**config.mk**
```make
export PLATFORM = sky130hd
export DESIGN_NAME = sbd_store_unit
export DESIGN_NICKNAME = d
export VERILOG_FILES = /design/src/sbd_pkg.sv /design/src/sbd_store_unit.sv
export SDC_FILE = /design/constraint.sdc
export NUM_CORES = 1
export LEC_CHECK = 0
export BUFFER_PORTS_ARGS = -buffer_cell sky130_fd_sc_hd__buf_2
export CAP_MARGIN = 10
export CORE_ASPECT_RATIO = 0.75
export CORE_MARGIN = 1.5
export CORE_UTILIZATION = 47
export DETAILED_ROUTE_END_ITERATION = 8
export PLACE_DENSITY = 0.62
export SETUP_SLACK_MARGIN = 0.5
export SLEW_MARGIN = 5
export SYNTH_ARGS = -nofsm -noshare
export SYNTH_HDL_FRONTEND = slang
export SYNTH_SLANG_ARGS = --single-unit
```
**constraint.sdc**
```tcl
create_clock -name pclk -period 6.5 [get_ports pclk]
set_clock_uncertainty 0.1 [all_clocks]
set_input_delay 0.325 -clock pclk [delete_from_list [all_inputs] [get_ports pclk]]
set_output_delay 0.325 -clock pclk [all_outputs]
set_load 0.02 [all_outputs]
```
**src/sbd_pkg.sv**
```systemverilog
package sbd_pkg;

  // ********************************************************
  // Register byte offsets
  // ********************************************************
  localparam logic [7:0] CTRL_OFF     = 8'h00;
  localparam logic [7:0] INSTR_OFF    = 8'h04;
  localparam logic [7:0] BASE_OFF     = 8'h08;
  localparam logic [7:0] SRC_OFF      = 8'h0c;
  localparam logic [7:0] SRC2_OFF     = 8'h10;
  localparam logic [7:0] OFFV_OFF     = 8'h14;
  localparam logic [7:0] STATUS_OFF   = 8'h18;
  localparam logic [7:0] NEWBASE_OFF  = 8'h1c;
  localparam logic [7:0] INT_ST_OFF   = 8'h20;
  localparam logic [7:0] INT_MSK_OFF  = 8'h24;

  // ********************************************************
  // Field positions and reset values
  // ********************************************************
  localparam int CTRL_COND_BIT  = 0;
  localparam int CTRL_CARRY_BIT = 1;
  localparam logic [2:0] CTRL_RST    = 3'h1;
  localparam logic [3:0] INT_MSK_RST = 4'h0;
  localparam int INT_DONE  = 0;
  localparam int INT_UNDEF = 1;
  localparam int INT_PROT  = 2;
  localparam int INT_BUS   = 3;

  // ********************************************************
  // Encoding patterns
  // ********************************************************
  localparam logic [4:0]  OP16_IMM   = 5'h0e;
  localparam logic [6:0]  OP16_REG   = 7'h2a;
  localparam logic [11:0] OP32_WIDE  = 12'hf88;
  localparam logic [11:0] OP32_NARW  = 12'hf80;
  localparam logic [6:0]  OP32_PAIR  = 7'h74;
  localparam logic [3:0]  REG_PC     = 4'hf;
  localparam logic [3:0]  REG_SP     = 4'hd;
  localparam logic [2:0]  PUW_UNPRIV = 3'h6;
  localparam logic [31:0] PAIR_STEP  = 32'h0000_0004;

  // ********************************************************
  // Access size codes and states
  // ********************************************************
  localparam logic [1:0] SIZE_BYTE = 2'h0;
  localparam logic [1:0] SIZE_WORD = 2'h2;

  typedef enum logic [1:0] {
    SBD_IDLE   = 2'b00,
    SBD_DECODE = 2'b01,
    SBD_WR1    = 2'b10,
    SBD_WR2    = 2'b11
  } sbd_state_t;

endpackage : sbd_pkg

```
**src/sbd_store_unit.sv**
```systemverilog
`timescale 1ns/1ns
module sbd_store_unit (
  input  wire logic        pclk,
  input  wire logic        presetn,
  input  wire logic        psel,
  input  wire logic        penable,
  input  wire logic        pwrite,
  input  wire logic [31:0] paddr,
  input  wire logic [31:0] pwdata,
  output logic      [31:0] prdata,
  output logic             pready,
  output logic             pslverr,
  output logic             mem_req,
  output logic      [31:0] mem_addr,
  output logic      [31:0] mem_wdata,
  output logic      [1:0]  mem_size,
  output logic             mem_unpriv,
  input  wire logic        mem_ack,
  input  wire logic        mem_err,
  input  wire logic        mem_prot_err,
  output logic             irq
);

  // ********************************************************
  // State record
  // ********************************************************
  typedef struct packed {
    sbd_pkg::sbd_state_t state;
    logic [2:0]  ctrl;
    logic [31:0] instr;
    logic [31:0] base;
    logic [31:0] src;
    logic [31:0] src2;
    logic [31:0] offv;
    logic        undef;
    logic        unpred;
    logic        other;
    logic        skipped;
    logic        based;
    logic        shc;
    logic [3:0]  rn;
    logic [31:0] new_base;
    logic        pair;
    logic        wb;
    logic [3:0]  int_st;
    logic [3:0]  int_msk;
    logic        mem_req;
    logic [31:0] mem_addr;
    logic [31:0] mem_wdata;
    logic [1:0]  mem_size;
    logic        mem_unpriv;
    logic [31:0] prdata;
    logic        pready;
    logic        pslverr;
    logic        irq;
  } sbd_regs_t;

  sbd_regs_t   r_reg;
  sbd_regs_t   r_next;

  // Decode results
  logic        d_store;
  logic        d_undef;
  logic        d_unpred;
  logic        d_other;
  logic        d_pair;
  logic        d_unpriv;
  logic        d_index;
  logic        d_add;
  logic        d_wb;
  logic        d_use_reg;
  logic [1:0]  d_shn;
  logic [3:0]  d_rn;
  logic [31:0] d_imm;
  logic [31:0] d_off_addr;
  logic [31:0] d_addr;
  logic        d_shc;

  // ********************************************************
  // Helpers
  // ********************************************************
  // Stack pointer or program counter
  function automatic logic sbd_sp_pc(input logic [3:0] r);
    sbd_sp_pc = (r == sbd_pkg::REG_SP) || (r == sbd_pkg::REG_PC);
  endfunction : sbd_sp_pc

  // Logical left shift with carry in; returns carry out and value
  function automatic logic [32:0] sbd_lsl(input logic [31:0] v, input logic [1:0] n,
                                          input logic cin);
    logic [63:0] w;
    w = {32'h0000_0000, v} << n;
    sbd_lsl = (n == 2'h0) ? {cin, v} : w[32:0];
  endfunction : sbd_lsl

  // ********************************************************
  // Instruction decode
  // ********************************************************
  always_comb begin
    logic [15:0] h1;
    logic [15:0] h2;
    logic [3:0]  rt;
    logic [3:0]  rt2;
    logic [3:0]  rm;
    logic [32:0] sh;
    logic [31:0] offset;
    h1 = r_reg.instr[31:16];
    h2 = r_reg.instr[15:0];
    rt = h2[15:12];
    rt2 = h2[11:8];
    rm = h2[3:0];
    sh = 33'h0;
    offset = 32'h0000_0000;
    d_store = 1'b0;
    d_undef = 1'b0;
    d_unpred = 1'b0;
    d_other = 1'b0;
    d_pair = 1'b0;
    d_unpriv = 1'b0;
    d_index = 1'b1;
    d_add = 1'b1;
    d_wb = 1'b0;
    d_use_reg = 1'b0;
    d_shn = 2'h0;
    d_rn = h1[3:0];
    d_imm = 32'h0000_0000;
    if (h1[15:11] == sbd_pkg::OP16_IMM) begin
      d_store = 1'b1;
      d_rn = {1'b0, h1[5:3]};
      d_imm = {27'h0000000, h1[10:6]};
    end else if (h1[15:9] == sbd_pkg::OP16_REG) begin
      d_store = 1'b1;
      d_rn = {1'b0, h1[5:3]};
      d_use_reg = 1'b1;
    end else if (h1[15:4] == sbd_pkg::OP32_WIDE) begin
      d_store = 1'b1;
      d_imm = {20'h00000, h2[11:0]};
      d_undef = (d_rn == sbd_pkg::REG_PC);
      d_unpred = sbd_sp_pc(rt);
    end else if (h1[15:4] == sbd_pkg::OP32_NARW && h2[11]) begin
      d_store = 1'b1;
      d_imm = {24'h000000, h2[7:0]};
      if (h2[10:8] == sbd_pkg::PUW_UNPRIV) begin
        d_unpriv = 1'b1;
        d_undef = (d_rn == sbd_pkg::REG_PC);
        d_unpred = sbd_sp_pc(rt);
      end else begin
        d_index = h2[10];
        d_add = h2[9];
        d_wb = h2[8];
        d_undef = (d_rn == sbd_pkg::REG_PC) || (!h2[10] && !h2[8]);
        d_unpred = sbd_sp_pc(rt) || (h2[8] && d_rn == rt);
      end
    end else if (h1[15:4] == sbd_pkg::OP32_NARW && h2[11:6] == 6'h00) begin
      d_store = 1'b1;
      d_use_reg = 1'b1;
      d_shn = h2[5:4];
      d_undef = (d_rn == sbd_pkg::REG_PC);
      d_unpred = sbd_sp_pc(rt) || sbd_sp_pc(rm);
    end else if (h1[15:9] == sbd_pkg::OP32_PAIR && h1[6] && !h1[4]) begin
      if (!h1[8] && !h1[5]) begin
        d_other = 1'b1;
      end else begin
        d_store = 1'b1;
        d_pair = 1'b1;
        d_imm = {22'h000000, h2[7:0], 2'b00};
        d_index = h1[8];
        d_add = h1[7];
        d_wb = h1[5];
        d_unpred = (h1[5] && (d_rn == rt || d_rn == rt2)) || d_rn == sbd_pkg::REG_PC
                   || sbd_sp_pc(rt) || sbd_sp_pc(rt2);
      end
    end else begin
      d_other = 1'b1;
    end
    sh = sbd_lsl(r_reg.offv, d_shn, r_reg.ctrl[sbd_pkg::CTRL_CARRY_BIT]);
    d_shc = sh[32];
    offset = d_use_reg ? sh[31:0] : d_imm;
    d_off_addr = d_add ? r_reg.base + offset : r_reg.base - offset;
    d_addr = d_index ? d_off_addr : r_reg.base;
  end

  // ********************************************************
  // Next state: bus slave, sequencer, interrupts
  // ********************************************************
  always_comb begin
    logic       setup;
    logic       acc_wr;
    logic       busy;
    logic [3:0] iset;
    logic [3:0] iclr;
    logic       ok;
    r_next = r_reg;
    setup = psel && !penable;
    acc_wr = psel && penable && r_reg.pready && pwrite && !r_reg.pslverr;
    busy = (r_reg.state != sbd_pkg::SBD_IDLE);
    iset = 4'h0;
    iclr = 4'h0;
    ok = 1'b0;
    // Register reads and refusal decided in setup phase
    r_next.pready = setup;
    if (setup) begin
      r_next.pslverr = 1'b0;
      r_next.prdata = 32'h0000_0000;
      case (paddr[7:0])
        sbd_pkg::CTRL_OFF:    r_next.prdata = {29'h0, r_reg.ctrl};
        sbd_pkg::INSTR_OFF:   r_next.prdata = r_reg.instr;
        sbd_pkg::BASE_OFF:    r_next.prdata = r_reg.base;
        sbd_pkg::SRC_OFF:     r_next.prdata = r_reg.src;
        sbd_pkg::SRC2_OFF:    r_next.prdata = r_reg.src2;
        sbd_pkg::OFFV_OFF:    r_next.prdata = r_reg.offv;
        sbd_pkg::STATUS_OFF:  r_next.prdata = {20'h0, r_reg.rn, 1'b0, r_reg.shc,
                                 r_reg.skipped, r_reg.based, r_reg.other, r_reg.unpred,
                                 r_reg.undef, busy};
        sbd_pkg::NEWBASE_OFF: r_next.prdata = r_reg.new_base;
        sbd_pkg::INT_ST_OFF:  r_next.prdata = {28'h0, r_reg.int_st};
        sbd_pkg::INT_MSK_OFF: r_next.prdata = {28'h0, r_reg.int_msk};
        default:              r_next.pslverr = 1'b1;
      endcase
      // Operand and command writes refused while a store runs
      if (pwrite && busy && paddr[7:0] <= sbd_pkg::OFFV_OFF) begin
        r_next.pslverr = 1'b1;
      end
      if (pwrite && (paddr[7:0] == sbd_pkg::STATUS_OFF || paddr[7:0] == sbd_pkg::NEWBASE_OFF))
      begin
        r_next.pslverr = 1'b1;
      end
    end
    if (acc_wr) begin
      case (paddr[7:0])
        sbd_pkg::CTRL_OFF:    r_next.ctrl = pwdata[2:0];
        sbd_pkg::INSTR_OFF: begin
          r_next.instr = pwdata;
          r_next.state = sbd_pkg::SBD_DECODE;
        end
        sbd_pkg::BASE_OFF:    r_next.base = pwdata;
        sbd_pkg::SRC_OFF:     r_next.src = pwdata;
        sbd_pkg::SRC2_OFF:    r_next.src2 = pwdata;
        sbd_pkg::OFFV_OFF:    r_next.offv = pwdata;
        sbd_pkg::INT_ST_OFF:  iclr = pwdata[3:0];
        sbd_pkg::INT_MSK_OFF: r_next.int_msk = pwdata[3:0];
        default: ;
      endcase
    end
    // Store sequencer
    case (r_reg.state)
      sbd_pkg::SBD_IDLE: ;
      sbd_pkg::SBD_DECODE: begin
        r_next.undef = d_undef;
        r_next.unpred = d_unpred;
        r_next.other = d_other;
        r_next.skipped = 1'b0;
        r_next.based = 1'b0;
        r_next.shc = d_shc;
        r_next.rn = d_rn;
        r_next.pair = d_pair;
        r_next.wb = d_wb;
        r_next.new_base = d_off_addr;
        r_next.state = sbd_pkg::SBD_IDLE;
        if (!r_reg.ctrl[sbd_pkg::CTRL_COND_BIT]) begin
          r_next.skipped = 1'b1;
          iset[sbd_pkg::INT_DONE] = 1'b1;
        end else if (d_undef || !d_store) begin
          iset[sbd_pkg::INT_UNDEF] = 1'b1;
        end else begin
          r_next.mem_req = 1'b1;
          r_next.mem_addr = d_addr;
          r_next.mem_unpriv = d_unpriv;
          if (d_pair) begin
            r_next.mem_size = sbd_pkg::SIZE_WORD;
            r_next.mem_wdata = r_reg.src;
          end else begin
            r_next.mem_size = sbd_pkg::SIZE_BYTE;
            r_next.mem_wdata = {24'h000000, r_reg.src[7:0]};
          end
          r_next.state = sbd_pkg::SBD_WR1;
        end
      end
      sbd_pkg::SBD_WR1, sbd_pkg::SBD_WR2: begin
        if (mem_ack) begin
          r_next.mem_req = 1'b0;
          r_next.mem_unpriv = 1'b0;
          r_next.state = sbd_pkg::SBD_IDLE;
          if (mem_err) begin
            iset[sbd_pkg::INT_PROT] = mem_prot_err;
            iset[sbd_pkg::INT_BUS] = !mem_prot_err;
          end else if (r_reg.state == sbd_pkg::SBD_WR1 && r_reg.pair) begin
            r_next.mem_req = 1'b1;
            r_next.mem_addr = r_reg.mem_addr + sbd_pkg::PAIR_STEP;
            r_next.mem_wdata = r_reg.src2;
            r_next.state = sbd_pkg::SBD_WR2;
          end else begin
            ok = 1'b1;
          end
        end
      end
      default: r_next.state = sbd_pkg::SBD_IDLE;
    endcase
    // Writeback only after every write succeeded
    if (ok) begin
      iset[sbd_pkg::INT_DONE] = 1'b1;
      if (r_reg.wb) begin
        r_next.base = r_reg.new_base;
        r_next.based = 1'b1;
      end
    end
    // Sticky status, set wins over clear
    r_next.int_st = (r_reg.int_st & ~iclr) | iset;
    r_next.irq = |(r_next.int_st & r_next.int_msk);
  end

  // ********************************************************
  // State register
  // ********************************************************
  always_ff @(posedge pclk or negedge presetn) begin
    if (!presetn) begin
      r_reg <= '0;
      r_reg.state <= sbd_pkg::SBD_IDLE;
      r_reg.ctrl <= sbd_pkg::CTRL_RST;
      r_reg.int_msk <= sbd_pkg::INT_MSK_RST;
    end else begin
      r_reg <= r_next;
    end
  end

  assign prdata = r_reg.prdata;
  assign pready = r_reg.pready;
  assign pslverr = r_reg.pslverr;
  assign mem_req = r_reg.mem_req;
  assign mem_addr = r_reg.mem_addr;
  assign mem_wdata = r_reg.mem_wdata;
  assign mem_size = r_reg.mem_size;
  assign mem_unpriv = r_reg.mem_unpriv;
  assign irq = r_reg.irq;
endmodule : sbd_store_unit

```
==> results.yml, run 1 <==
worst_hold_path:
  hold_path_end: "r_reg[193]"
  min_path_type: "primary input to flop"
  hold_depth: 2
  hold_path_startpoint: "pwdata[6]"
synthesis:
  synthArstFlopShare_pct: 100
  synthFlopType: "dfrtp_1"
  synth_edf_count: 0
  synth_area_um2: 19400
  synth_area_leaders: "dfrtp_1 41%, mux2_2 8.1%, mux2i_1 5.6%, o21ai_0 5.2%, nand2_1 5.0%"
  ys_warn_count: 0
  ys_types: 100
  synth_fp_nets: 2151
  ys_ff_latch: 319
  netlist_instances: 2039
  avgSynthCellArea_um2: 9.50
  ys_seq_area_share_pct: 41.2
  synth_top_area_cell: "dfrtp_1"
  synth_top_area_share_pct: 41.1
clock_network:
  root_buffer: "clkbuf_16"
  clock_tree.buffer_depth: 3
  cts_htree_levels: 2
  cts_inserted_buffers: 36
  worstSkewPairLatency_ns: 0.56
  cts.sinks: 319
  cts.clk_slew.worst_paths_ns: 0.06
  tritoncts: "done"
drt:
  wl_per_cell_um: 26.0
  antenna_left: 0
  drcViolationCount: 0
  vias_per_cell: 6.31
  drt_iter0_markers: 1731
  first_pass_iters: 5
  vias: 17145
  finalWirelength_um: 70500
timing:
  fmax_mhz: 170
  max_slew_margin_pct: 28.5
  report.final.hold_viol_count: 0
  rsz0062_at_grt: "yes"
  final.setup.worst_slack_ns: 0.628
  slew_viol_final: 0
  setup_viol: 0
  fin_crit_sh_pct: 90.3
  period_minus_slack_ns: 5.87
  tightest_slew_ns: 1.07
setup_path:
  r2r_end: "mem_addr[24]"
  crit_type: "flop to flop"
  rrSetupSlack_ns: 0.63
  arrival_ns: 6.17
  r2r_start: "r_reg[306]"
  rr_worst_depth: 24
  critPathRequiredTime_ns: 6.80
  cp_max_fo: 7
  crit_path_start_kind: "flop"
  crit_path_end_kind: "flop"
die:
  die_w_um: 237
  io_pins: 175
  floorplan.rows: 64
  die_y_um: 179
  start_util_pct: 47.6
  dieArea_um2: 42500
  core_um2: 40700
power_and_ir_drop:
  p_clk_share_pct: 48.3
  seqPwrFrac_pct: 48.6
  finalPower_mw: 4.10
  power.density_nw_per_um2: 184
  p_leak_nw: 10.7
  p_int_mw: 3.14
  vdd_drop_max_mv: 0.143
  switching_share_pct: 23.4
  p_switching_mw: 0.957
  combPwrFrac_pct: 3.0
cells_and_area:
  fin_area_um2: 22300
  synthToLayoutAreaGrowth_pct: 15.0
  final_util_pct: 54.8
  fill_cells: 3691
  largest_reg_flops: 217
  final_nets: 2274
  multi_input_area_um2: 10400
  layout-drive-gt1-share_pct: 26.8
  fin_cells: 2715
  regArea_um2: 7990
placement:
  place_area_um2: 20400
  dp_hpwl_um: 49800
  gp_congestion: 0.964
  io_buffer_count: 149
  place_inst: 2604
  post-place-ws_ns: 0.0544
grt:
  first_global_vias: 16161
  grt_usage_pct: 32.8
  grt_pass1_wl_um: 104000
  grt_overflow: 0
  grt_max_degree: 155
  antenna_found_initial: 3
outcome:
  outcome: "finished, final reports clean"
flow_run:
  cap_violations: 0
==> stage by stage <==
stage               setup TNS [ns]  hold slack (ns)
floorplan                        0          -0.0706
global placement           -0.0856            0.289
detailed placement               0            0.294
CTS                              0          0.00708
global route                     0           0.0170
finish                           0           0.0154
==> cell usage in the layout, fill, tap and decap left out, types with 16 or more instances in the layout <==
cell / instances
clkbuf_16: 37
nor2_1: 125
buf_2: 148
dfrtp_1: 317
o21ai_0: 197
xnor2_1: 21
nand2_1: 248
a21oi_1: 77
a22o_1: 18
a221oi_1: 37
a21o_1: 19
mux2i_1: 108
a22oi_1: 18
mux2_2: 140
buf_4: 129
dlygate4sd3_1: 18
nor3_1: 17
nand4_1: 16
ha_1: 31
a31oi_1: 16
nand3_1: 44
xor2_1: 23
inv_1: 35
a221o_1: 23
==> power by group through the flow <==
stage	clock network, mW	registers [mW]	logic (mW)
after floorplan	0	2.03	0.0257
after global placement	0	2.03	0.115
after detailed placement	0	2.03	0.117
after CTS	1.99	1.99	0.126
after global routing	2.07	1.99	0.137
final	1.98	1.99	0.124
==> Yosys cell counts (9+ instances only) <==
cell type and count:
xor2_1 25, buf_1 16, nand3_1 48, a22oi_1 19
mux2i_1 109, o21ai_0 201, a221oi_1 38, inv_1 35
nand4_1 16, a31oi_1 16, buf_4 98, o21a_1 9
nor2_1 131, and2_1 15, xnor2_1 21, o22ai_1 15
and3_1 16, a21o_1 19, nor2b_1 11, mux2_2 140
a221o_1 23, a22o_1 18, ha_1 39, a211oi_1 15
nor3_1 20, dfrtp_1 318, clkbuf_1 92, nand2b_1 10
a21oi_1 81, nand2_1 258
==> how the worst max path moves through the flow <==
stage / start / to / slack, ns / cells after the start
4_1_cts: r_reg[307] / mem_addr[24] / 0.50 / 26
3_3_place_gp: r_reg[304] / mem_addr[24] / -0.09 / 23
6_report: r_reg[306] / mem_addr[24] / 0.63 / 24
5_1_grt: r_reg[305] / mem_addr[24] / 0.42 / 25
3_5_place_dp: r_reg[304] / mem_addr[24] / 0.05 / 23
2_1_floorplan: r_reg[304] / mem_addr[31] / 0.84 / 25
==> metal layers <==
metal / wire length, um / vias up / track usage [%]
met5: 13 / - / 0
li1: - / 7577 / -
met3: 6760 / 121 / 8.10
met4: 1480 / 2 / 7.19
met2: 29500 / 741 / 47.0
met1: 32700 / 8704 / 49.7
==> repair_timing <==
action | 4_1_cts | 5_1_grt
hold endpoints to repair | 143 | 0
hold buffers | 18 | 0
setup endpoints to repair | 8 | 15
buffers inserted | 21 | 9
pin swaps | 21 | 22
gates resized for setup | 35 | 37
==> kinds of logic after synthesis <==
| family | after synthesis | synth area share [%] |
|---|---|---|
| other cells | 1 | 0.0194 |
| fa+ha+maj | 40 | 2.62 |
| flops | 319 | 41.2 |
| mux | 253 | 14.1 |
| compound gates | 536 | 18.4 |
| buf+inv | 253 | 7.01 |
| xor+xnor | 46 | 2.08 |
| simple gates | 591 | 14.6 |
==> worst max-delay path, stage by stage (launching register included) <==
cell       delay [ns]
dfrtp_2          0.46
buf_4            0.18
nand2b_1         0.16
buf_4            0.17
o41ai_4          0.34
buf_12           0.18
mux2_2           0.37
a221o_1          0.37
or2_4            0.25
or3_4            0.35
o21ai_1          0.18
xnor2_1          0.11
ha_1             0.38
o21ai_0          0.13
nand2b_1         0.12
nand3_2          0.10
a211oi_2         0.29
buf_4            0.18
nor2_1           0.07
a2111oi_2        0.35
buf_4            0.18
nor4b_1          0.05
a211oi_1         0.31
buf_4            0.22
o221ai_1         0.12
==> final cells by class <==
cell class | instances | share of cell area [%]
diodes | 2 | 0.0225
clock buffers | 53 | 4.69
clock inverters | 8 | 0.247
inverters | 35 | 0.589
multi-input cells | 1467 | 46.6
flip-flops and latches | 319 | 35.8
well taps | 528 | 2.96
repair buffers | 303 | 9.02
No activity file was read; power rests on OpenSTA's default activity.
==> run 2, diff against run 1 <==
--- a/config.mk
+++ b/config.mk
@@ -10,8 +10,9 @@
 export CORE_ASPECT_RATIO = 0.75
 export CORE_MARGIN = 1.5
 export CORE_UTILIZATION = 47
+export CTS_CLUSTER_SIZE = 20
 export DETAILED_ROUTE_END_ITERATION = 8
-export PLACE_DENSITY = 0.62
+export PLACE_DENSITY = 0.66
 export SETUP_SLACK_MARGIN = 0.5
 export SLEW_MARGIN = 5
 export SYNTH_ARGS = -nofsm -noshare
==> run 2 against run 1 <==
  * Cell count hardly changed
  * Sequential power about the same
  * Global-route usage decreased by 0.45 points
  * Worst setup slack worse by 0.0013 ns
  * Register-to-register slack is essentially flat
  * Hold slack worse by 0.0093 ns
  * Routed wire length shrank 1.3%
  * Largest cell class unchanged
  * Highest routed layer is now met4
==> results.yml, run 2 (same netlist as run 1, synthesis figures left out) <==
drt:
  drt_iter0_markers: 1859
  vias: 17165
  antenna_left: 0
  finalWirelength_um: 69600
  drcViolationCount: 0
  wl_per_cell_um: 25.6
  vias_per_cell: 6.32
  first_pass_iters: 6
power_and_ir_drop:
  combPwrFrac_pct: 2.9
  power.density_nw_per_um2: 194
  seqPwrFrac_pct: 46.2
  p_leak_nw: 10.8
  vdd_drop_max_mv: 0.192
  p_switching_mw: 0.980
  p_int_mw: 3.33
  p_clk_share_pct: 50.9
  switching_share_pct: 22.7
setup_path:
  arrival_ns: 6.17
  r2r_start: "r_reg[307]"
  crit_path_end_kind: "flop"
  critPathRequiredTime_ns: 6.80
  rrSetupSlack_ns: 0.63
  startpoint: "r_reg[307]"
  crit_path_start_kind: "flop"
  crit_type: "flop to flop"
  r2r_end: "r_reg[144]"
  cp-endpoint: "r_reg[144]"
  cp_max_fo: 7
  rr_worst_depth: 23
cells_and_area:
  fill_cells: 3677
  insertedDiodeCount: 0
  final_nets: 2275
  largest_reg_flops: 217
  final_common_cell: "dfrtp_1"
  final_cell_mix: "316 x dfrtp_1, 256 x nand2_1, 199 x o21ai_0"
  layout-drive-gt1-share_pct: 25.6
  synthToLayoutAreaGrowth_pct: 14.7
timing:
  setup_viol: 0
  max_slew_margin_pct: 20.7
  slew_viol_final: 0
  report.final.hold_viol_count: 0
  whs_ns: 0.00614
  fin_setup_tns_ns: 0
  tightest_slew_ns: 1.19
  period_minus_slack_ns: 5.87
  fin_crit_sh_pct: 90.4
  rsz0062_at_grt: "yes"
  fmax_mhz: 170
die:
  die_y_um: 179
  io_pins: 175
  core_um2: 40700
  dieArea_um2: 42500
  start_util_pct: 47.6
  floorplan.rows: 64
  die_w_um: 237
clock_network:
  worstSkewPairLatency_ns: 0.56
  cts_htree_levels: 2
  cts.clk_slew.worst_paths_ns: 0.06
  cts_inserted_buffers: 36
  clock_tree.buffer_depth: 3
  cts.sinks: 319
  root_buffer: "clkbuf_16"
  tritoncts: "done"
flow_run:
  cap_violations: 0
grt:
  grt_usage_pct: 32.4
  antenna_found_initial: 2
  first_global_vias: 16201
  grt_pass1_wl_um: 103000
  grt_max_degree: 157
  grt_overflow: 0
placement:
  io_buffer_count: 149
  dp_hpwl_um: 49100
  gp_congestion: 0.940
worst_hold_path:
  min_path_type: "primary input to flop"
outcome:
  outcome: "finished, final reports clean"
==> run 2: cell types whose count changed in the layout (fill, tap and decap cells not counted), moves of 5 or more <==
| cell | change |
|---|---|
| nand2_1 | +8 |
| ha_1 | +7 |
| ha_4 | -5 |
| bufinv_16 | +5 |
| nand2_2 | -7 |
==> run 2: cell type report <==
cell class / instances / area (um^2) / area share, %
Clock buffer: 52 / 1030 / 4.65
Tap cell: 528 / 661 / 2.97
Sequential cell: 319 / 7990 / 36.0
Timing Repair Buffer: 303 / 2000 / 9.00
Multi-Input combinational cell: 1468 / 10200 / 45.9
Inverter: 35 / 131 / 0.591
Clock inverter: 12 / 200 / 0.901
==> run 2: timing repair <==
| action | 4_1_cts | 5_1_grt |
|---|---|---|
| endpoints found under the hold margin | 150 | 0 |
| hold buffers | 18 | 0 |
| gates resized for setup | 3 | 29 |
| pin swaps | 0 | 10 |
| setup endpoints to repair | 4 | 21 |
| buffers inserted | 3 | 17 |
| gates cloned | 0 | 1 |
==> run 2: routing by layer <==
metal  track usage (%)  wire [um]  vias to the layer above
met4              8.97       1900                        0
met5                 0          0                        -
met1              48.0      31600                     8577
li1                  -          -                     7567
met2              47.0      28700                      893
met3              7.53       7320                      128
==> run 2: stage by stage <==
| stage | power, mW | setup WS (ns) | cells | instance area (um^2) | util (%) |
|---|---|---|---|---|---|
| 3_3_place_gp | 2.14 | 0.385 | 2614 | 20500 | 50.4 |
| 6_report | 4.31 | 0.627 | 2717 | 22200 | 54.6 |
| 3_5_place_dp | 2.14 | 0.427 | 2614 | 20500 | 50.4 |
| 5_1_grt | 4.40 | 0.477 | 2717 | 22200 | 54.6 |
| 4_1_cts | 4.33 | 0.513 | 2699 | 21900 | 54.0 |
| 2_1_floorplan | 2.05 | 0.836 | 2039 | 19400 | - |
==> run 2: power by group through the flow <==
stage / registers [mW] / logic (mW) / clock network [mW]
5_1_grt: 1.99 / 0.136 / 2.28
2_1_floorplan: 2.03 / 0.0257 / 0
3_5_place_dp: 2.03 / 0.116 / 0
3_3_place_gp: 2.03 / 0.114 / 0
6_report: 1.99 / 0.123 / 2.19
4_1_cts: 1.99 / 0.125 / 2.22
==> run 2: worst max-delay path, cell delays in order, from the launching register on <==
cell and delay, ns:
dfrtp_1 0.39, or4b_4 0.62, buf_4 0.18, nor3_4 0.21, nand3_4 0.18, buf_4 0.20, mux2_2 0.26, a22oi_1 0.24
nand3_1 0.17, nor4_4 0.30, nand3_2 0.14, o21ai_4 0.27, buf_4 0.15, nand2_1 0.07, ha_1 0.36, nand4_1 0.11
a21oi_1 0.23, nand2_1 0.15, o2111ai_2 0.37, a41oi_2 0.20, o21ai_0 0.37, buf_4 0.19, a21boi_1 0.18, o31ai_2 0.08
==> run 2: worst min path at each step <==
stage | start | end | slack, ns | cells past startpoint
after floorplan | presetn | irq | -0.07 | 0
after global placement | presetn | mem_wdata[11] | 0.33 | 1
after detailed placement | presetn | mem_wdata[0] | 0.33 | 1
after CTS | pwdata[17] | r_reg[204] | 0.00005 | 2
after global routing | pwdata[17] | r_reg[300] | 0.01 | 2
final | pwdata[17] | r_reg[204] | 0.006 | 2
